File: config.mk
export PLATFORM = sky130hd
export DESIGN_NAME = ris_reference_selector
export DESIGN_NICKNAME = d
export VERILOG_FILES = /design/src/ris_pkg.sv /design/src/ris_reference_selector.sv
export SDC_FILE = /design/constraint.sdc
export NUM_CORES = 1
export LEC_CHECK = 0
export ABC_AREA = 1
export BUFFER_PORTS_ARGS = -buffer_cell sky130_fd_sc_hd__buf_2
export CELL_PAD_IN_SITES_DETAIL_PLACEMENT = 1
export CELL_PAD_IN_SITES_GLOBAL_PLACEMENT = 2
export CORE_ASPECT_RATIO = 1.4
export CORE_MARGIN = 2
export CORE_UTILIZATION = 25
export CTS_CLUSTER_SIZE = 16
export DETAILED_ROUTE_END_ITERATION = 10
export PLACE_DENSITY = 0.65
export SLEW_MARGIN = 40
export SYNTH_ARGS = -nofsm -noshare
export SYNTH_HDL_FRONTEND = slang
export SYNTH_SLANG_ARGS = --single-unit
File: constraint.sdc
create_clock -name mclk_in -period 3.4 [get_ports mclk_in]
set_clock_uncertainty 0.1 [all_clocks]
set_input_delay 0.34 -clock mclk_in [delete_from_list [all_inputs] [get_ports mclk_in]]
set_output_delay 0.34 -clock mclk_in [all_outputs]
set_load 0.01 [all_outputs]
File: src/ris_pkg.sv
// Package with the register map, reset values and field positions of the reference selector.
package ris_pkg;

    // ************************************************************
    // Register offsets
    // ************************************************************
    localparam logic [6:0] OFF_SWING    = 7'h13;
    localparam logic [6:0] OFF_PRIO     = 7'h14;
    localparam logic [6:0] OFF_CTRL     = 7'h15;
    localparam logic [6:0] OFF_HOLDOFF  = 7'h16;
    localparam logic [6:0] OFF_COUNTER  = 7'h17;
    localparam logic [6:0] OFF_COMMIT   = 7'h18;
    localparam logic [6:0] OFF_STATUS   = 7'h19;

    // ************************************************************
    // Reset values
    // ************************************************************
    localparam logic [7:0] RST_PRIO     = 8'hE0;
    localparam logic [7:0] RST_CTRL     = 8'h00;
    localparam logic [7:0] RST_HOLDOFF  = 8'h80;
    localparam logic [7:0] RST_COUNTER  = 8'h82;
    localparam logic [1:0] RST_SWING    = 2'h0;

    // ************************************************************
    // Field positions and masks
    // ************************************************************
    localparam int CTRL_LOCK_BLOCK      = 6;
    localparam int CTRL_PRESCALE        = 5;
    localparam int CTRL_REVERTIVE_SWITCH_EN            = 4;
    localparam int CTRL_MODE_LSB        = 2;
    localparam int CTRL_SEL_LSB         = 0;
    localparam logic [7:0] MASK_CTRL    = 8'h7F;
    localparam logic [7:0] MASK_COUNTER = 8'hCF;

    // ************************************************************
    // Serial frame layout
    // ************************************************************
    localparam logic [4:0] SPI_ADDR_DONE = 5'h07;
    localparam logic [4:0] SPI_LAST_BIT  = 5'h0F;

    // ************************************************************
    // Output swing levels
    // ************************************************************
    typedef enum logic [1:0] {
        RIS_SWING_250MV,
        RIS_SWING_500MV,
        RIS_SWING_750MV
    } ris_swing_t;

    localparam ris_swing_t SWING_STARTUP = RIS_SWING_750MV;

endpackage

File: src/ris_reference_selector.sv
// Reference input selector with its serial configuration registers and output swing control.
// Overview of operation
// - Two-bit priorities; input0 resets 11, input1 10.
// - Equal priorities resolve by ascending input index.
// - Prescale bit: zero divides one, one four.
// - Revertive enable ignored in manual modes.
// - Revertive off: revalidation keeps current selection.
// - Revertive on: switch only to higher-ranked input.
// - Swing code maps 250, 500, 500, 750 mV.
// - Startup drives 750 mV, field reads 00.
// - Swing applies only after commit register write.
// - Priority map at input_priority_map, control at selection_control.
// - Mode: manual, auto, short holdover, auto holdover.
// - Manual modes select input by select field.
`timescale 1ns/1ps
module ris_reference_selector (
    input  wire logic       mclk_in,
    input  wire logic       rst_in,
    input  wire logic       spi_sclk_in,
    input  wire logic       spi_cs_n_in,
    input  wire logic       spi_sdi_in,
    output logic            spi_sdo_out,
    output logic            spi_sdo_oe_out,
    input  wire logic [3:0] los_in,
    output logic [1:0]      ref_sel_out,
    output logic [1:0]      swing_level_out,
    output logic            validation_prescale_out,
    output logic            lock_block_out,
    output logic [7:0]      holdoff_count_out,
    output logic [7:0]      counter_setup_out
);

    // ************************************************************
    // Helper functions
    // ************************************************************
    function automatic logic [1:0] prio_of(input logic [7:0] map, input logic [1:0] idx);
        prio_of = map[7 - 2 * idx -: 2];
    endfunction

    function automatic logic outranks(input logic [7:0] m, input logic [1:0] a, b);
        outranks = prio_of(m, a) > prio_of(m, b) || (prio_of(m, a) == prio_of(m, b) && a < b);
    endfunction

    // Returns {found, index} of the best available input.
    function automatic logic [2:0] best_of(input logic [7:0] map, input logic [3:0] avail);
        logic       found;
        logic [1:0] idx;
        found = 1'b0;
        idx   = 2'h0;
        for (int i = 0; i < 4; i++) begin
            if (avail[i] && (!found || outranks(map, i[1:0], idx))) begin
                found = 1'b1;
                idx   = i[1:0];
            end
        end
        best_of = {found, idx};
    endfunction

    function automatic logic [1:0] swing_of(input logic [1:0] code);
        unique case (code)
            2'h0:    swing_of = ris_pkg::RIS_SWING_250MV;
            2'h3:    swing_of = ris_pkg::RIS_SWING_750MV;
            default: swing_of = ris_pkg::RIS_SWING_500MV;
        endcase
    endfunction

    // ************************************************************
    // Input synchronisers
    // ************************************************************
    logic       sclk_s1, sclk_s2, sclk_d;
    logic       cs_n_s1, cs_n_s2;
    logic       sdi_s1, sdi_s2;
    logic [3:0] los_s1, los_s2, los_d;

    always_ff @(posedge mclk_in) begin
        if (rst_in) begin
            {sclk_s1, sclk_s2, sclk_d} <= 3'h0;
            {cs_n_s1, cs_n_s2}         <= 2'h3;
            {sdi_s1, sdi_s2}           <= 2'h0;
            los_s1                     <= 4'hF;
            los_s2                     <= 4'hF;
            los_d                      <= 4'hF;
        end else begin
            {sclk_s1, sclk_s2, sclk_d} <= {spi_sclk_in, sclk_s1, sclk_s2};
            {cs_n_s1, cs_n_s2}         <= {spi_cs_n_in, cs_n_s1};
            {sdi_s1, sdi_s2}           <= {spi_sdi_in, sdi_s1};
            los_s1                     <= los_in;
            los_s2                     <= los_s1;
            los_d                      <= los_s2;
        end
    end

    // ************************************************************
    // Serial configuration port
    // ************************************************************
    // A frame is sixteen bits, MSB first: read flag, seven address bits, eight data bits.
    logic        sclk_rise, sclk_fall;
    logic [4:0]  bit_cnt;
    logic [15:0] shift_in;
    logic [7:0]  rd_shift;
    logic        wr_en;
    logic [6:0]  wr_addr;
    logic [7:0]  wr_data;
    logic [7:0]  rd_data;

    assign sclk_rise = sclk_s2 & ~sclk_d;
    assign sclk_fall = ~sclk_s2 & sclk_d;
    assign wr_en     = sclk_rise && !cs_n_s2 && bit_cnt == ris_pkg::SPI_LAST_BIT && !shift_in[14];
    assign wr_addr   = shift_in[13:7];
    assign wr_data   = {shift_in[6:0], sdi_s2};

    always_ff @(posedge mclk_in) begin
        if (rst_in || cs_n_s2) begin
            bit_cnt  <= 5'h00;
            shift_in <= 16'h0000;
        end else if (sclk_rise) begin
            bit_cnt  <= bit_cnt + 5'h01;
            shift_in <= {shift_in[14:0], sdi_s2};
        end
    end

    // Read data changes on the falling edge so the master samples it stable on the rising one.
    always_ff @(posedge mclk_in) begin
        if (rst_in || cs_n_s2) begin
            rd_shift       <= 8'h00;
            spi_sdo_out    <= 1'b0;
            spi_sdo_oe_out <= 1'b0;
        end else if (sclk_rise && bit_cnt == ris_pkg::SPI_ADDR_DONE && shift_in[6]) begin
            rd_shift       <= rd_data;
            spi_sdo_oe_out <= 1'b1;
        end else if (sclk_fall && spi_sdo_oe_out && bit_cnt > ris_pkg::SPI_ADDR_DONE) begin
            spi_sdo_out <= rd_shift[7];
            rd_shift    <= {rd_shift[6:0], 1'b0};
        end
    end

    // ************************************************************
    // Configuration registers
    // ************************************************************
    logic [7:0] input_priority_map;
    logic [7:0] selection_control;
    logic [7:0] holdoff_period;
    logic [7:0] counter_setup;
    logic [1:0] vcxo_out_swing;
    logic       commit_pulse;
    logic [1:0] selection_mode;
    logic [1:0] manual_sel;
    logic       revertive_switch_en;
    logic [6:0] rd_addr;

    assign selection_mode      = selection_control[ris_pkg::CTRL_MODE_LSB +: 2];
    assign manual_sel          = selection_control[ris_pkg::CTRL_SEL_LSB +: 2];
    assign revertive_switch_en = selection_control[ris_pkg::CTRL_REVERTIVE_SWITCH_EN];
    assign commit_pulse        = wr_en && wr_addr == ris_pkg::OFF_COMMIT;
    assign rd_addr             = {shift_in[5:0], sdi_s2};

    always_ff @(posedge mclk_in) begin
        if (rst_in) begin
            input_priority_map <= ris_pkg::RST_PRIO;
            selection_control  <= ris_pkg::RST_CTRL;
            holdoff_period     <= ris_pkg::RST_HOLDOFF;
            counter_setup      <= ris_pkg::RST_COUNTER;
            vcxo_out_swing     <= ris_pkg::RST_SWING;
        end else if (wr_en) begin
            unique case (wr_addr)
                ris_pkg::OFF_PRIO:    input_priority_map <= wr_data;
                ris_pkg::OFF_CTRL:    selection_control  <= wr_data & ris_pkg::MASK_CTRL;
                ris_pkg::OFF_HOLDOFF: holdoff_period     <= wr_data;
                ris_pkg::OFF_COUNTER: counter_setup      <= wr_data & ris_pkg::MASK_COUNTER;
                ris_pkg::OFF_SWING:   vcxo_out_swing     <= wr_data[1:0];
                default: ;
            endcase
        end
    end

    always_comb begin
        unique case (rd_addr)
            ris_pkg::OFF_PRIO:    rd_data = input_priority_map;
            ris_pkg::OFF_CTRL:    rd_data = selection_control;
            ris_pkg::OFF_HOLDOFF: rd_data = holdoff_period;
            ris_pkg::OFF_COUNTER: rd_data = counter_setup;
            ris_pkg::OFF_SWING:   rd_data = {6'h00, vcxo_out_swing};
            ris_pkg::OFF_STATUS:  rd_data = {2'h0, los_s2, ref_sel_out};
            default:              rd_data = 8'h00;
        endcase
    end

    // ************************************************************
    // Output swing
    // ************************************************************
    // The pad level follows the field only on commit, so software can stage it safely.
    always_ff @(posedge mclk_in) begin
        if (rst_in) begin
            swing_level_out <= ris_pkg::SWING_STARTUP;
        end else if (commit_pulse) begin
            swing_level_out <= swing_of(vcxo_out_swing);
        end
    end

    // ************************************************************
    // Static control outputs
    // ************************************************************
    always_ff @(posedge mclk_in) begin
        if (rst_in) begin
            validation_prescale_out <= 1'b0;
            lock_block_out          <= 1'b0;
            holdoff_count_out       <= ris_pkg::RST_HOLDOFF;
            counter_setup_out       <= ris_pkg::RST_COUNTER;
        end else begin
            validation_prescale_out <= selection_control[ris_pkg::CTRL_PRESCALE];
            lock_block_out          <= selection_control[ris_pkg::CTRL_LOCK_BLOCK];
            holdoff_count_out       <= holdoff_period;
            counter_setup_out       <= counter_setup;
        end
    end

    // ************************************************************
    // Reference selection
    // ************************************************************
    logic [2:0] best;
    logic [3:0] reval;
    logic       reval_up;
    logic       cur_lost;
    logic       auto_mode;

    assign best      = best_of(input_priority_map, ~los_s2);
    assign reval     = los_d & ~los_s2;
    assign cur_lost  = los_s2[ref_sel_out];
    assign auto_mode = selection_mode[0];

    always_comb begin
        reval_up = 1'b0;
        for (int i = 0; i < 4; i++) begin
            reval_up = reval_up | (reval[i] & outranks(input_priority_map, i[1:0], ref_sel_out));
        end
    end

    // A revertive move needs a revalidated input that outranks the one in use.
    always_ff @(posedge mclk_in) begin
        if (rst_in) begin
            ref_sel_out <= 2'h0;
        end else if (!auto_mode) begin
            ref_sel_out <= manual_sel;
        end else if (cur_lost && best[2]) begin
            ref_sel_out <= best[1:0];
        end else if (revertive_switch_en && reval_up && best[2]) begin
            ref_sel_out <= best[1:0];
        end
    end

    // ************************************************************
    // Assertions
    // ************************************************************
    a_prio_reset: assert property (@(posedge mclk_in)
        $fell(rst_in) |-> input_priority_map == 8'hE0 && ref_sel_out == 2'h0)
        else $error("Priority map or selection wrong after reset.");

    a_auto_pick: assert property (@(posedge mclk_in) disable iff (rst_in)
        $past(auto_mode) && $changed(ref_sel_out) |-> ref_sel_out == $past(best[1:0]))
        else $error("Automatic switch did not take the best input.");

    a_prescale_follow: assert property (@(posedge mclk_in) disable iff (rst_in)
        wr_en && wr_addr == 7'h15 |-> ##2 validation_prescale_out == $past(wr_data[5], 2))
        else $error("Prescale output did not follow the control write.");

    a_manual_sel: assert property (@(posedge mclk_in) disable iff (rst_in)
        !selection_control[2] ##1 !selection_control[2] |-> ref_sel_out == $past(manual_sel))
        else $error("Manual mode did not follow the select field.");

    a_no_revert: assert property (@(posedge mclk_in) disable iff (rst_in)
        auto_mode && !revertive_switch_en && !cur_lost |=> $stable(ref_sel_out))
        else $error("Selection changed with revertive switching off.");

    a_revert_up: assert property (@(posedge mclk_in) disable iff (rst_in)
        auto_mode && revertive_switch_en && reval_up |=> ref_sel_out == $past(best[1:0]))
        else $error("Revertive switch did not take the higher input.");

    a_revert_gate: assert property (@(posedge mclk_in) disable iff (rst_in)
        auto_mode && revertive_switch_en && !cur_lost && !reval_up |=> $stable(ref_sel_out))
        else $error("Revertive switch taken without an outranking input.");

    a_swing_startup: assert property (@(posedge mclk_in)
        $fell(rst_in) |-> swing_level_out == 2'h2 && vcxo_out_swing == 2'h0)
        else $error("Startup swing is not the top level.");

    a_swing_commit: assert property (@(posedge mclk_in) disable iff (rst_in)
        $changed(swing_level_out) |-> $past(commit_pulse))
        else $error("Swing level changed without a commit write.");

    a_swing_map: assert property (@(posedge mclk_in) disable iff (rst_in)
        commit_pulse && vcxo_out_swing == 2'h2 |=> swing_level_out == 2'h1)
        else $error("Swing code 10 did not give the middle level.");

    a_loss_move: assert property (@(posedge mclk_in) disable iff (rst_in)
        auto_mode && cur_lost && best[2] |=> ref_sel_out == $past(best[1:0]))
        else $error("Lost reference was not replaced.");

endmodule // ris_reference_selector

* Word-level counts from Yosys, hierarchy flattened
Index checks and enable logic that the tools add are counted.
Operators by class: shift-type cells 3, add/subtract/negate cells 4, reductions and logical operators 43, mux-type cells 16, eq/ne operators 22, bitwise logic cells 14, multipliers 0, $lt $le $gt $ge 15, divide/modulo/power cells 0
Operators by type and width (count):
- $shiftx 9x33->2 | 3
- $eq 7x5->1 const B | 12
- $pmux 8 s6 | 1
- $logic_and 1x1->1 | 20
- $mux 8 | 2
- $gt 2x2->1 | 7
- $eq 2x2->1 | 6
- $reduce_and 2->1 | 6
- $sub 3x3->4 const A | 3
- $logic_or 1x1->1 | 10
- $mux 2 | 5
- $lt 2x2->1 const A | 4
- $and 1x1->1 | 6
- $mux 1 | 6
- $add 5x1->5 const B | 1
- $eq 5x3->1 const B | 1
- $eq 5x4->1 const B | 1
- $gt 5x3->1 const B | 1
- $logic_not 1->1 | 5
- $and 4x4->4 | 1
- $lt 1x2->1 const A | 2
- $not 4->4 | 1
- $pmux 2 s2 | 1
- $lt 2x3->1 const B | 1
- other kinds (7) | 11
Word-level totals: logic and storage cells 143, memory bits (read-only) 0, bits in latches 0, memories kept 0, flip-flop bits (word level) 100, RAM bits 0

* Logic depth before layout (Yosys ltp)
Gate-level depths: netlist of run 1.
depth in word-level cells 26, gate-level depth with buffers 30, mapped depth without buffers 30

* Worst setup path before layout of run 1
OpenSTA, ideal clock, no wires.
path kind flip-flop to flip-flop, start register input_priority_map[7], end register ref_sel_out[1], arrival time 2688 ps, data required time 3185 ps, path buffers 0, library setup time 115 ps, period minus slack after synthesis 2903 ps, setup slack 497 ps, cell stages (with the launch flop) 28, cell sequence dfxtp_1 inv_1 ha_1 inv_1 nor2_1 o21ai_0 nand2_1 nand2_1 o21ai_0 ha_1 nand2_1 nand2_1 nand2_1 nand2_1 nand2_1 nand2_1 o21ai_0 ha_1 nand2_1 nand2_1 nand2_1 nand2_1 nand2_1 nand2_1 nand2_1 nand2_1 a21oi_1 nor2_1
On the way: longest elaborated chain between the ends 23, elaborated cells on any way between the ends 60
Ends and longest elaborated chain:
- start: declaration | RTL line ris_reference_selector.sv:140 | logic [7:0] input_priority_map;
- start signal: assignment | RTL line ris_reference_selector.sv:159 | input_priority_map <= ris_pkg::RST_PRIO;
- start signal: assignment | RTL line ris_reference_selector.sv:166 | ris_pkg::OFF_PRIO: input_priority_map <= wr_data;
- parallel branches: the longest is 23 deep, another holds $sub 3x3->4
- end signal: assignment | RTL line ris_reference_selector.sv:243 | ref_sel_out <= manual_sel;
- end signal: assignment | RTL line ris_reference_selector.sv:245 | ref_sel_out <= best[1:0];
- end signal: assignment | RTL line ris_reference_selector.sv:247 | ref_sel_out <= best[1:0];
- end: declaration | RTL line ris_reference_selector.sv:25 | output logic [1:0] ref_sel_out,
Several ways; the timed one is not identified. The select of a mux whose other input is x is not followed. A chain may end at the register's enable or synchronous reset.

* Worst setup path in the final report of run 1
start register input_priority_map[7], end register ref_sel_out[0]
Same word-level chain as after synthesis.

==> results of run 1 <==
cells in the mapped netlist, types with 2 or more instances:
| library cell | count | area [um2] |
|---|---|---|
| buf_4 | 5 | 37.5 |
| inv_2 | 9 | 33.8 |
| nor2_2 | 2 | 12.5 |
| o211ai_1 | 3 | 22.5 |
| nand2_1 | 104 | 390 |
| buf_6 | 2 | 22.5 |
| buf_1 | 2 | 7.51 |
| o21ai_0 | 46 | 230 |
| nor3_4 | 2 | 32.5 |
| nor2_4 | 4 | 45.0 |
| dfxtp_1 | 100 | 2000 |
| a21oi_2 | 2 | 17.5 |
| buf_2 | 8 | 40.0 |
| nand3_1 | 57 | 285 |
| nor3_1 | 3 | 15.0 |
| inv_1 | 83 | 312 |
| or2_2 | 13 | 81.3 |
| clkbuf_1 | 9 | 33.8 |
| o211ai_2 | 4 | 50.1 |
| o21ai_1 | 9 | 45.0 |
| nand4_4 | 2 | 42.5 |
| a21oi_1 | 59 | 295 |
| nand4_1 | 5 | 31.3 |
| nor2_1 | 54 | 203 |
| ha_1 | 17 | 213 |
| nand2_2 | 3 | 18.8 |
final timing paths:
kind / slack [ns] / endpoint
worst min-delay path: 0.06 / los_s1[2]
worst max-delay path: 0.21 / ref_sel_out[0]
worst max register to register: 0.21 / ref_sel_out[0]
worst min register to register: 0.31 / sclk_s2
registers in the layout, indices dropped and copies added, names as in the netlist, 2 cells and up:
name	flops
shift_in	15
holdoff_count_out	8
holdoff_period	8
input_priority_map	8
rd_shift	8
selection_control	7
counter_setup	6
counter_setup_out	6
bit_cnt	5
los_d	4
los_s1	4
los_s2	4
ref_sel_out	2
swing_level_out	2
vcxo_out_swing	2
area by class of cell:
| type | instances | area (um2) |
|---|---|---|
| clock buffers | 9 | 225 |
| well taps | 244 | 305 |
| multi-input cells | 401 | 2190 |
| inverters | 94 | 359 |
| fillers | 2247 | 13000 |
| clock inverters | 7 | 81.3 |
| flip-flops and latches | 100 | 2010 |
| repair buffers | 38 | 210 |
per-stage QoR:
stage                     area, um2  hold WS, ns  total power (W)  TNS (ns)
final                          5380       0.0608          0.00234         0
after global routing           5380       0.0639          0.00244   -0.0750
after CTS                      5290       0.0484          0.00238         0
after detailed placement       4980        0.299          0.00129   -0.0163
after global placement         4980        0.295          0.00129         0
after floorplan                4650        0.288          0.00126         0
power by group:
group          switching, W  internal (W)  leakage [nW]
combinational     0.0000477     0.0000220          1.39
sequential        0.0000101       0.00118         0.808
clock              0.000502      0.000583         0.152
worst register-to-register path, delay by kind of cell (launching register included):
family | cells | cell delay (ns)
simple gates | 18 | 1.28
fa+ha+maj | 3 | 0.89
flops | 1 | 0.38
compound gates | 4 | 0.31
buf+inv | 3 | 0.12
cell families after synthesis:
| group | after synthesis | share of synthesized area |
|---|---|---|
| buf+inv | 120 | 0.107 |
| compound gates | 124 | 0.144 |
| simple gates | 257 | 0.270 |
| flops | 100 | 0.431 |
| fa+ha+maj | 17 | 0.0458 |
| other cells | 1 | 0.000807 |
| xor+xnor | 1 | 0.00188 |
routing by layer:
metal	routed length, um	up-vias
li1	-	2038
met1	5600	1954
met2	7160	37
met3	329	19
met4	341	0
met5	0	-
what timing repair did:
| item | in CTS | in global routing |
|---|---|---|
| setup buffers | 0 | 6 |
| gates resized for setup | 2 | 17 |
| cloned | 0 | 0 |
| pin swaps | 0 | 17 |
| setup endpoints to repair | 1 | 2 |
==> run metrics, run 1 <==
Max-cap violations 0; Reg2Reg Depth 28; Max Clk Rate 314 MHz; cells after synthesis 620; total CTS buffers 9; Cell Pwr Density 436 mW/mm2; Die X 119 um; sequential share of the synthesized area 0.431; DP HPWL between 10000 and 15000 um; Nets 670; Cell variety after synth 39; share of cells above drive strength 1 0.180; Tmin final 3.19 ns; gpl congestion 0.853; Seq cells post-synth 100; WL per Instance around 15 um; status finished, final reports clean; Clk pin slew, worst setup/hold paths 0.08 ns; critical path capture point type register; CTS tree done; fin crit share 0.938; violation count after the first detailed-routing iteration roughly 140; die area between 0.015 and 0.02 mm2; Initial Util 0.253; H-tree Lvls 3; final wirelength 13400 um; Most Crowded Layer GR met2; worst setup margin 0.211 ns; CP Class reg2reg; CP Launch Type register; GR Overflow Total 0; Worst EP arrival 3.35 ns; HP Class in2reg; DR vias 4048; CP max stage cell dfxtp_4; Worst path max stage delay 0.38 ns; Critical Path Stages 28; Root Buffer clkbuf_16; Synth Flop Type dfxtp_1; router iterations before antenna repair 4; M2 GR Usage 0.267; Slew headroom 0.553; global routing met1 resource utilization 0.164; crit path from input_priority_map[7]; n_diodes 0; Most common cell on crit path nand2_1; Peak VDD IR 0.000306 V; I/O Buffers 30; hold path cells 2; Synth async-reset ratio 0; Placement Setup Slack -0.0163 ns; Hold Startpoint los_in[2]; worst skew pair latency 0.36 ns; number of synthesized flops with an enable pin 0; R2R Path Start input_priority_map[7]; Final Non-Filler Cells just under 900; Slew @ Worst Pin around 0.67 ns; first-pass GRT wire length between 20000 and 25000 um; endpoints failing setup 0; Post-route DRC 0; Yosys Warn Count 0; most frequent cells in the layout nand2_1 (100), dfxtp_1 (97), inv_1 (80), a21oi_1 (58), nand3_1 (57); Die Ht 165 um; Pins Over Slew Limit 0; I/O pin total 33; Post-Syn Area roughly 0.0046 mm2; Vias/cell 4.53; leakage 2.35 nW; vias in the first global route 4098; total clock sinks 100; CTS Buffer Depth 2; # rows 59; Critical Path RT between 3 and 4 ns; Avg Inst Size Synth 7.50 um2; core outline area 0.0184 mm2; Crit path max-delay family simple AND/OR/NAND/NOR gates; hold buffer count at CTS 0; largest net degree at the start of global routing 37; GR Util met3 0.0220; Max FO, Critical Path 6; Antenna Nets Post-Route 0; final hold vios 0; GRT Resource Usage Total 0.145; commonest non-fill, non-tap cell in the layout nand2_1; Bufs and invs on worst path 3; Placed Instances 871; utilization after layout 0.292; Area Overhead vs Synth 15.6%; initial antenna violation count 0
Note: power is estimated with default switching activity, not from simulation.
==> run 2, diff against run 1 <==
CORE_UTILIZATION = 35   (was 25)
PLACE_DENSITY = 0.84   (was 0.65)
==> run 2 against run 1 <==
Count of clock-buffer cells in the layout grew 1. Combinational power grew 0.6%. Flip-flop and latch count is the same. Register-to-register slack lost 0.04 ns. Fmax shrank 1.4%. Total power shrank 4.2%. Utilization grew 11 points. Critical path depth is the same. Critical path type unchanged.
==> run metrics, run 2 (synthesis gave the netlist of run 1 again) <==
share of cells above drive strength 1 0.180 (-0.000711); Max-cap violations 0 (unchanged); utilization after layout 0.406 (+0.114); CP Launch Type register; Pins Over Slew Limit 0 (unchanged); Placement Setup Slack -0.00578 ns (+0.0105 ns); gpl congestion 0.856 (+0.35%); Root Buffer clkbuf_16; Die X 101 um (-15%); total power 0.00225 W (-4.2%); Peak VDD IR 0.000218 V (-29%); Antenna Nets Post-Route 0 (unchanged); violation count after the first detailed-routing iteration 108 (-21%); initial antenna violation count 0 (unchanged); Worst EP arrival 3.37 ns (+0.02 ns); Clock power frac 0.440 (-0.023); Hold Startpoint los_in[1]; n_diodes 0 (unchanged); H-tree Lvls 3 (unchanged); Sw Pwr 0.000536 W (-4.3%); Internal 0.00171 W (-4.1%); fill count 1608 (-28%); GRT Resource Usage Total 0.190 (+0.0450); unrepaired setup endpoints after global routing true; leakage 2.32 nW (-1.4%); Worst path max stage delay 0.37 ns (about the same); CP Class reg2reg; critical path capture point type register; first-pass GRT wire length 21100 um (-3.7%); CP max stage cell dfxtp_4; Max FO, Critical Path 6 (unchanged); GR Overflow Total 0 (unchanged); I/O pin total 33 (unchanged); crit path from input_priority_map[7]; CTS Buffer Depth 2 (unchanged); switching share of power 0.239 (-0.000314); Slew headroom 0.560 (+0.00746); Initial Util 0.359 (+0.106); Most common cell on crit path nand2_1; total clock sinks 100 (unchanged); final hold vios 0 (unchanged); most frequent cells in the layout nand2_1 (99), dfxtp_1 (98), inv_1 (79), a21oi_1 (58), nand3_1 (57); Clk pin slew, worst setup/hold paths 0.07 ns (about the same); final wirelength 13000 um (-3.3%); CTS tree done; Crit path max-delay family simple AND/OR/NAND/NOR gates; router iterations before antenna repair 4 (unchanged); vias in the first global route 4204 (+2.6%); Cell Pwr Density 428 mW/mm2 (-1.9%); R2R Path Start input_priority_map[7]; Area Overhead vs Synth 13.0%; Critical Path RT 3.54 ns (-0.02 ns); Bufs and invs on worst path 3 (unchanged); largest net degree at the start of global routing 39 (+5.4%); WL per Instance 15.8 um (+4.8%); number of flip-flops in the largest register 15 (unchanged); worst skew pair latency 0.34 ns (-0.02 ns); Reg power frac 0.529 (+0.022); Max Clk Rate 309 MHz (-1.4%); # rows 49 (-17%); Nets 667 (-0.45%); core outline area 0.0129 mm2 (-30%); die area 0.0142 mm2 (-28%); hold_ws 0.0746 ns (+0.0139 ns); I/O Buffers 30 (unchanged); combinational share of power 0.031 (about the same); status finished, final reports clean; commonest non-fill, non-tap cell in the layout nand2_1; DR vias 4039 (-0.22%); Die Ht 140 um (-15%); worst setup margin 0.168 ns (-0.0437 ns); Tmin final 3.23 ns (+0.0437 ns); endpoints failing setup 0 (unchanged); fin crit share 0.951 (+0.0129); Post-route DRC 0 (unchanged); largest register by flop count shift_in; Vias/cell 4.90 (+8.1%); Slew @ Worst Pin 0.658 ns (-0.0106 ns); total CTS buffers 9 (unchanged); HP Class in2reg; DP HPWL 9590 um (-4.4%)
[run 2: changes by cell type in the layout (fill, tap and decap cells not counted), sizes merged]
cell	before	now
clkbuf	9	10
clkinv	4	3
clkinvlp	0	1
buf	38	35
bufinv	1	0
[run 2: timing repair]
action,4_1_cts,5_1_grt
pin swaps,0,22
hold buffers,0,0
buffers inserted,0,4
setup endpoints to repair,1,2
resized for setup,1,21
cloned,0,0
[run 2: cell type report]
cell class	count	area, um2	area share
tap	178	223	0.0424
clock buffer	10	229	0.0436
timing repair buffer	35	188	0.0357
clock inverter	6	53.8	0.0102
sequential	100	2010	0.382
inverter	94	359	0.0683
multi-input combinational	401	2190	0.418
[run 2: per-stage QoR]
stage	TNS [ns]	instance area (um2)	std cells
after floorplan	0	4650	621
after CTS	0	5170	820
final	0	5250	824
after detailed placement	-0.00578	4890	804
after global routing	-0.198	5250	824
after global placement	0	4890	804
[run 2: path summary, 6_finish.rpt]
check	to	slack, ns	cells after the start
setup / recovery	ref_sel_out[0]	0.17	28
hold / removal	los_s1[1]	0.07	2
hold reg to reg	los_s2[1]	0.31	1
setup reg to reg	ref_sel_out[0]	0.17	28
[run 2: layer usage]
layer,vias to the layer above,GRT usage,routed length (um),share of wire
met3,20,0.0230,174,0.013
met1,1949,0.215,5360,0.41
li1,2031,-,-,-
met2,39,0.352,7120,0.55
met4,0,0.0747,333,0.026
met5,-,0,0,0
[run 2: power by group through the flow]
| stage | Combinational (W) | Clock [W] | Sequential, W |
|---|---|---|---|
| after detailed placement | 0.0000666 | 0 | 0.00122 |
| after global placement | 0.0000639 | 0 | 0.00122 |
| final | 0.0000701 | 0.000988 | 0.00119 |
| after CTS | 0.0000670 | 0.00102 | 0.00119 |
| after floorplan | 0.0000520 | 0 | 0.00121 |
| after global routing | 0.0000799 | 0.00106 | 0.00119 |
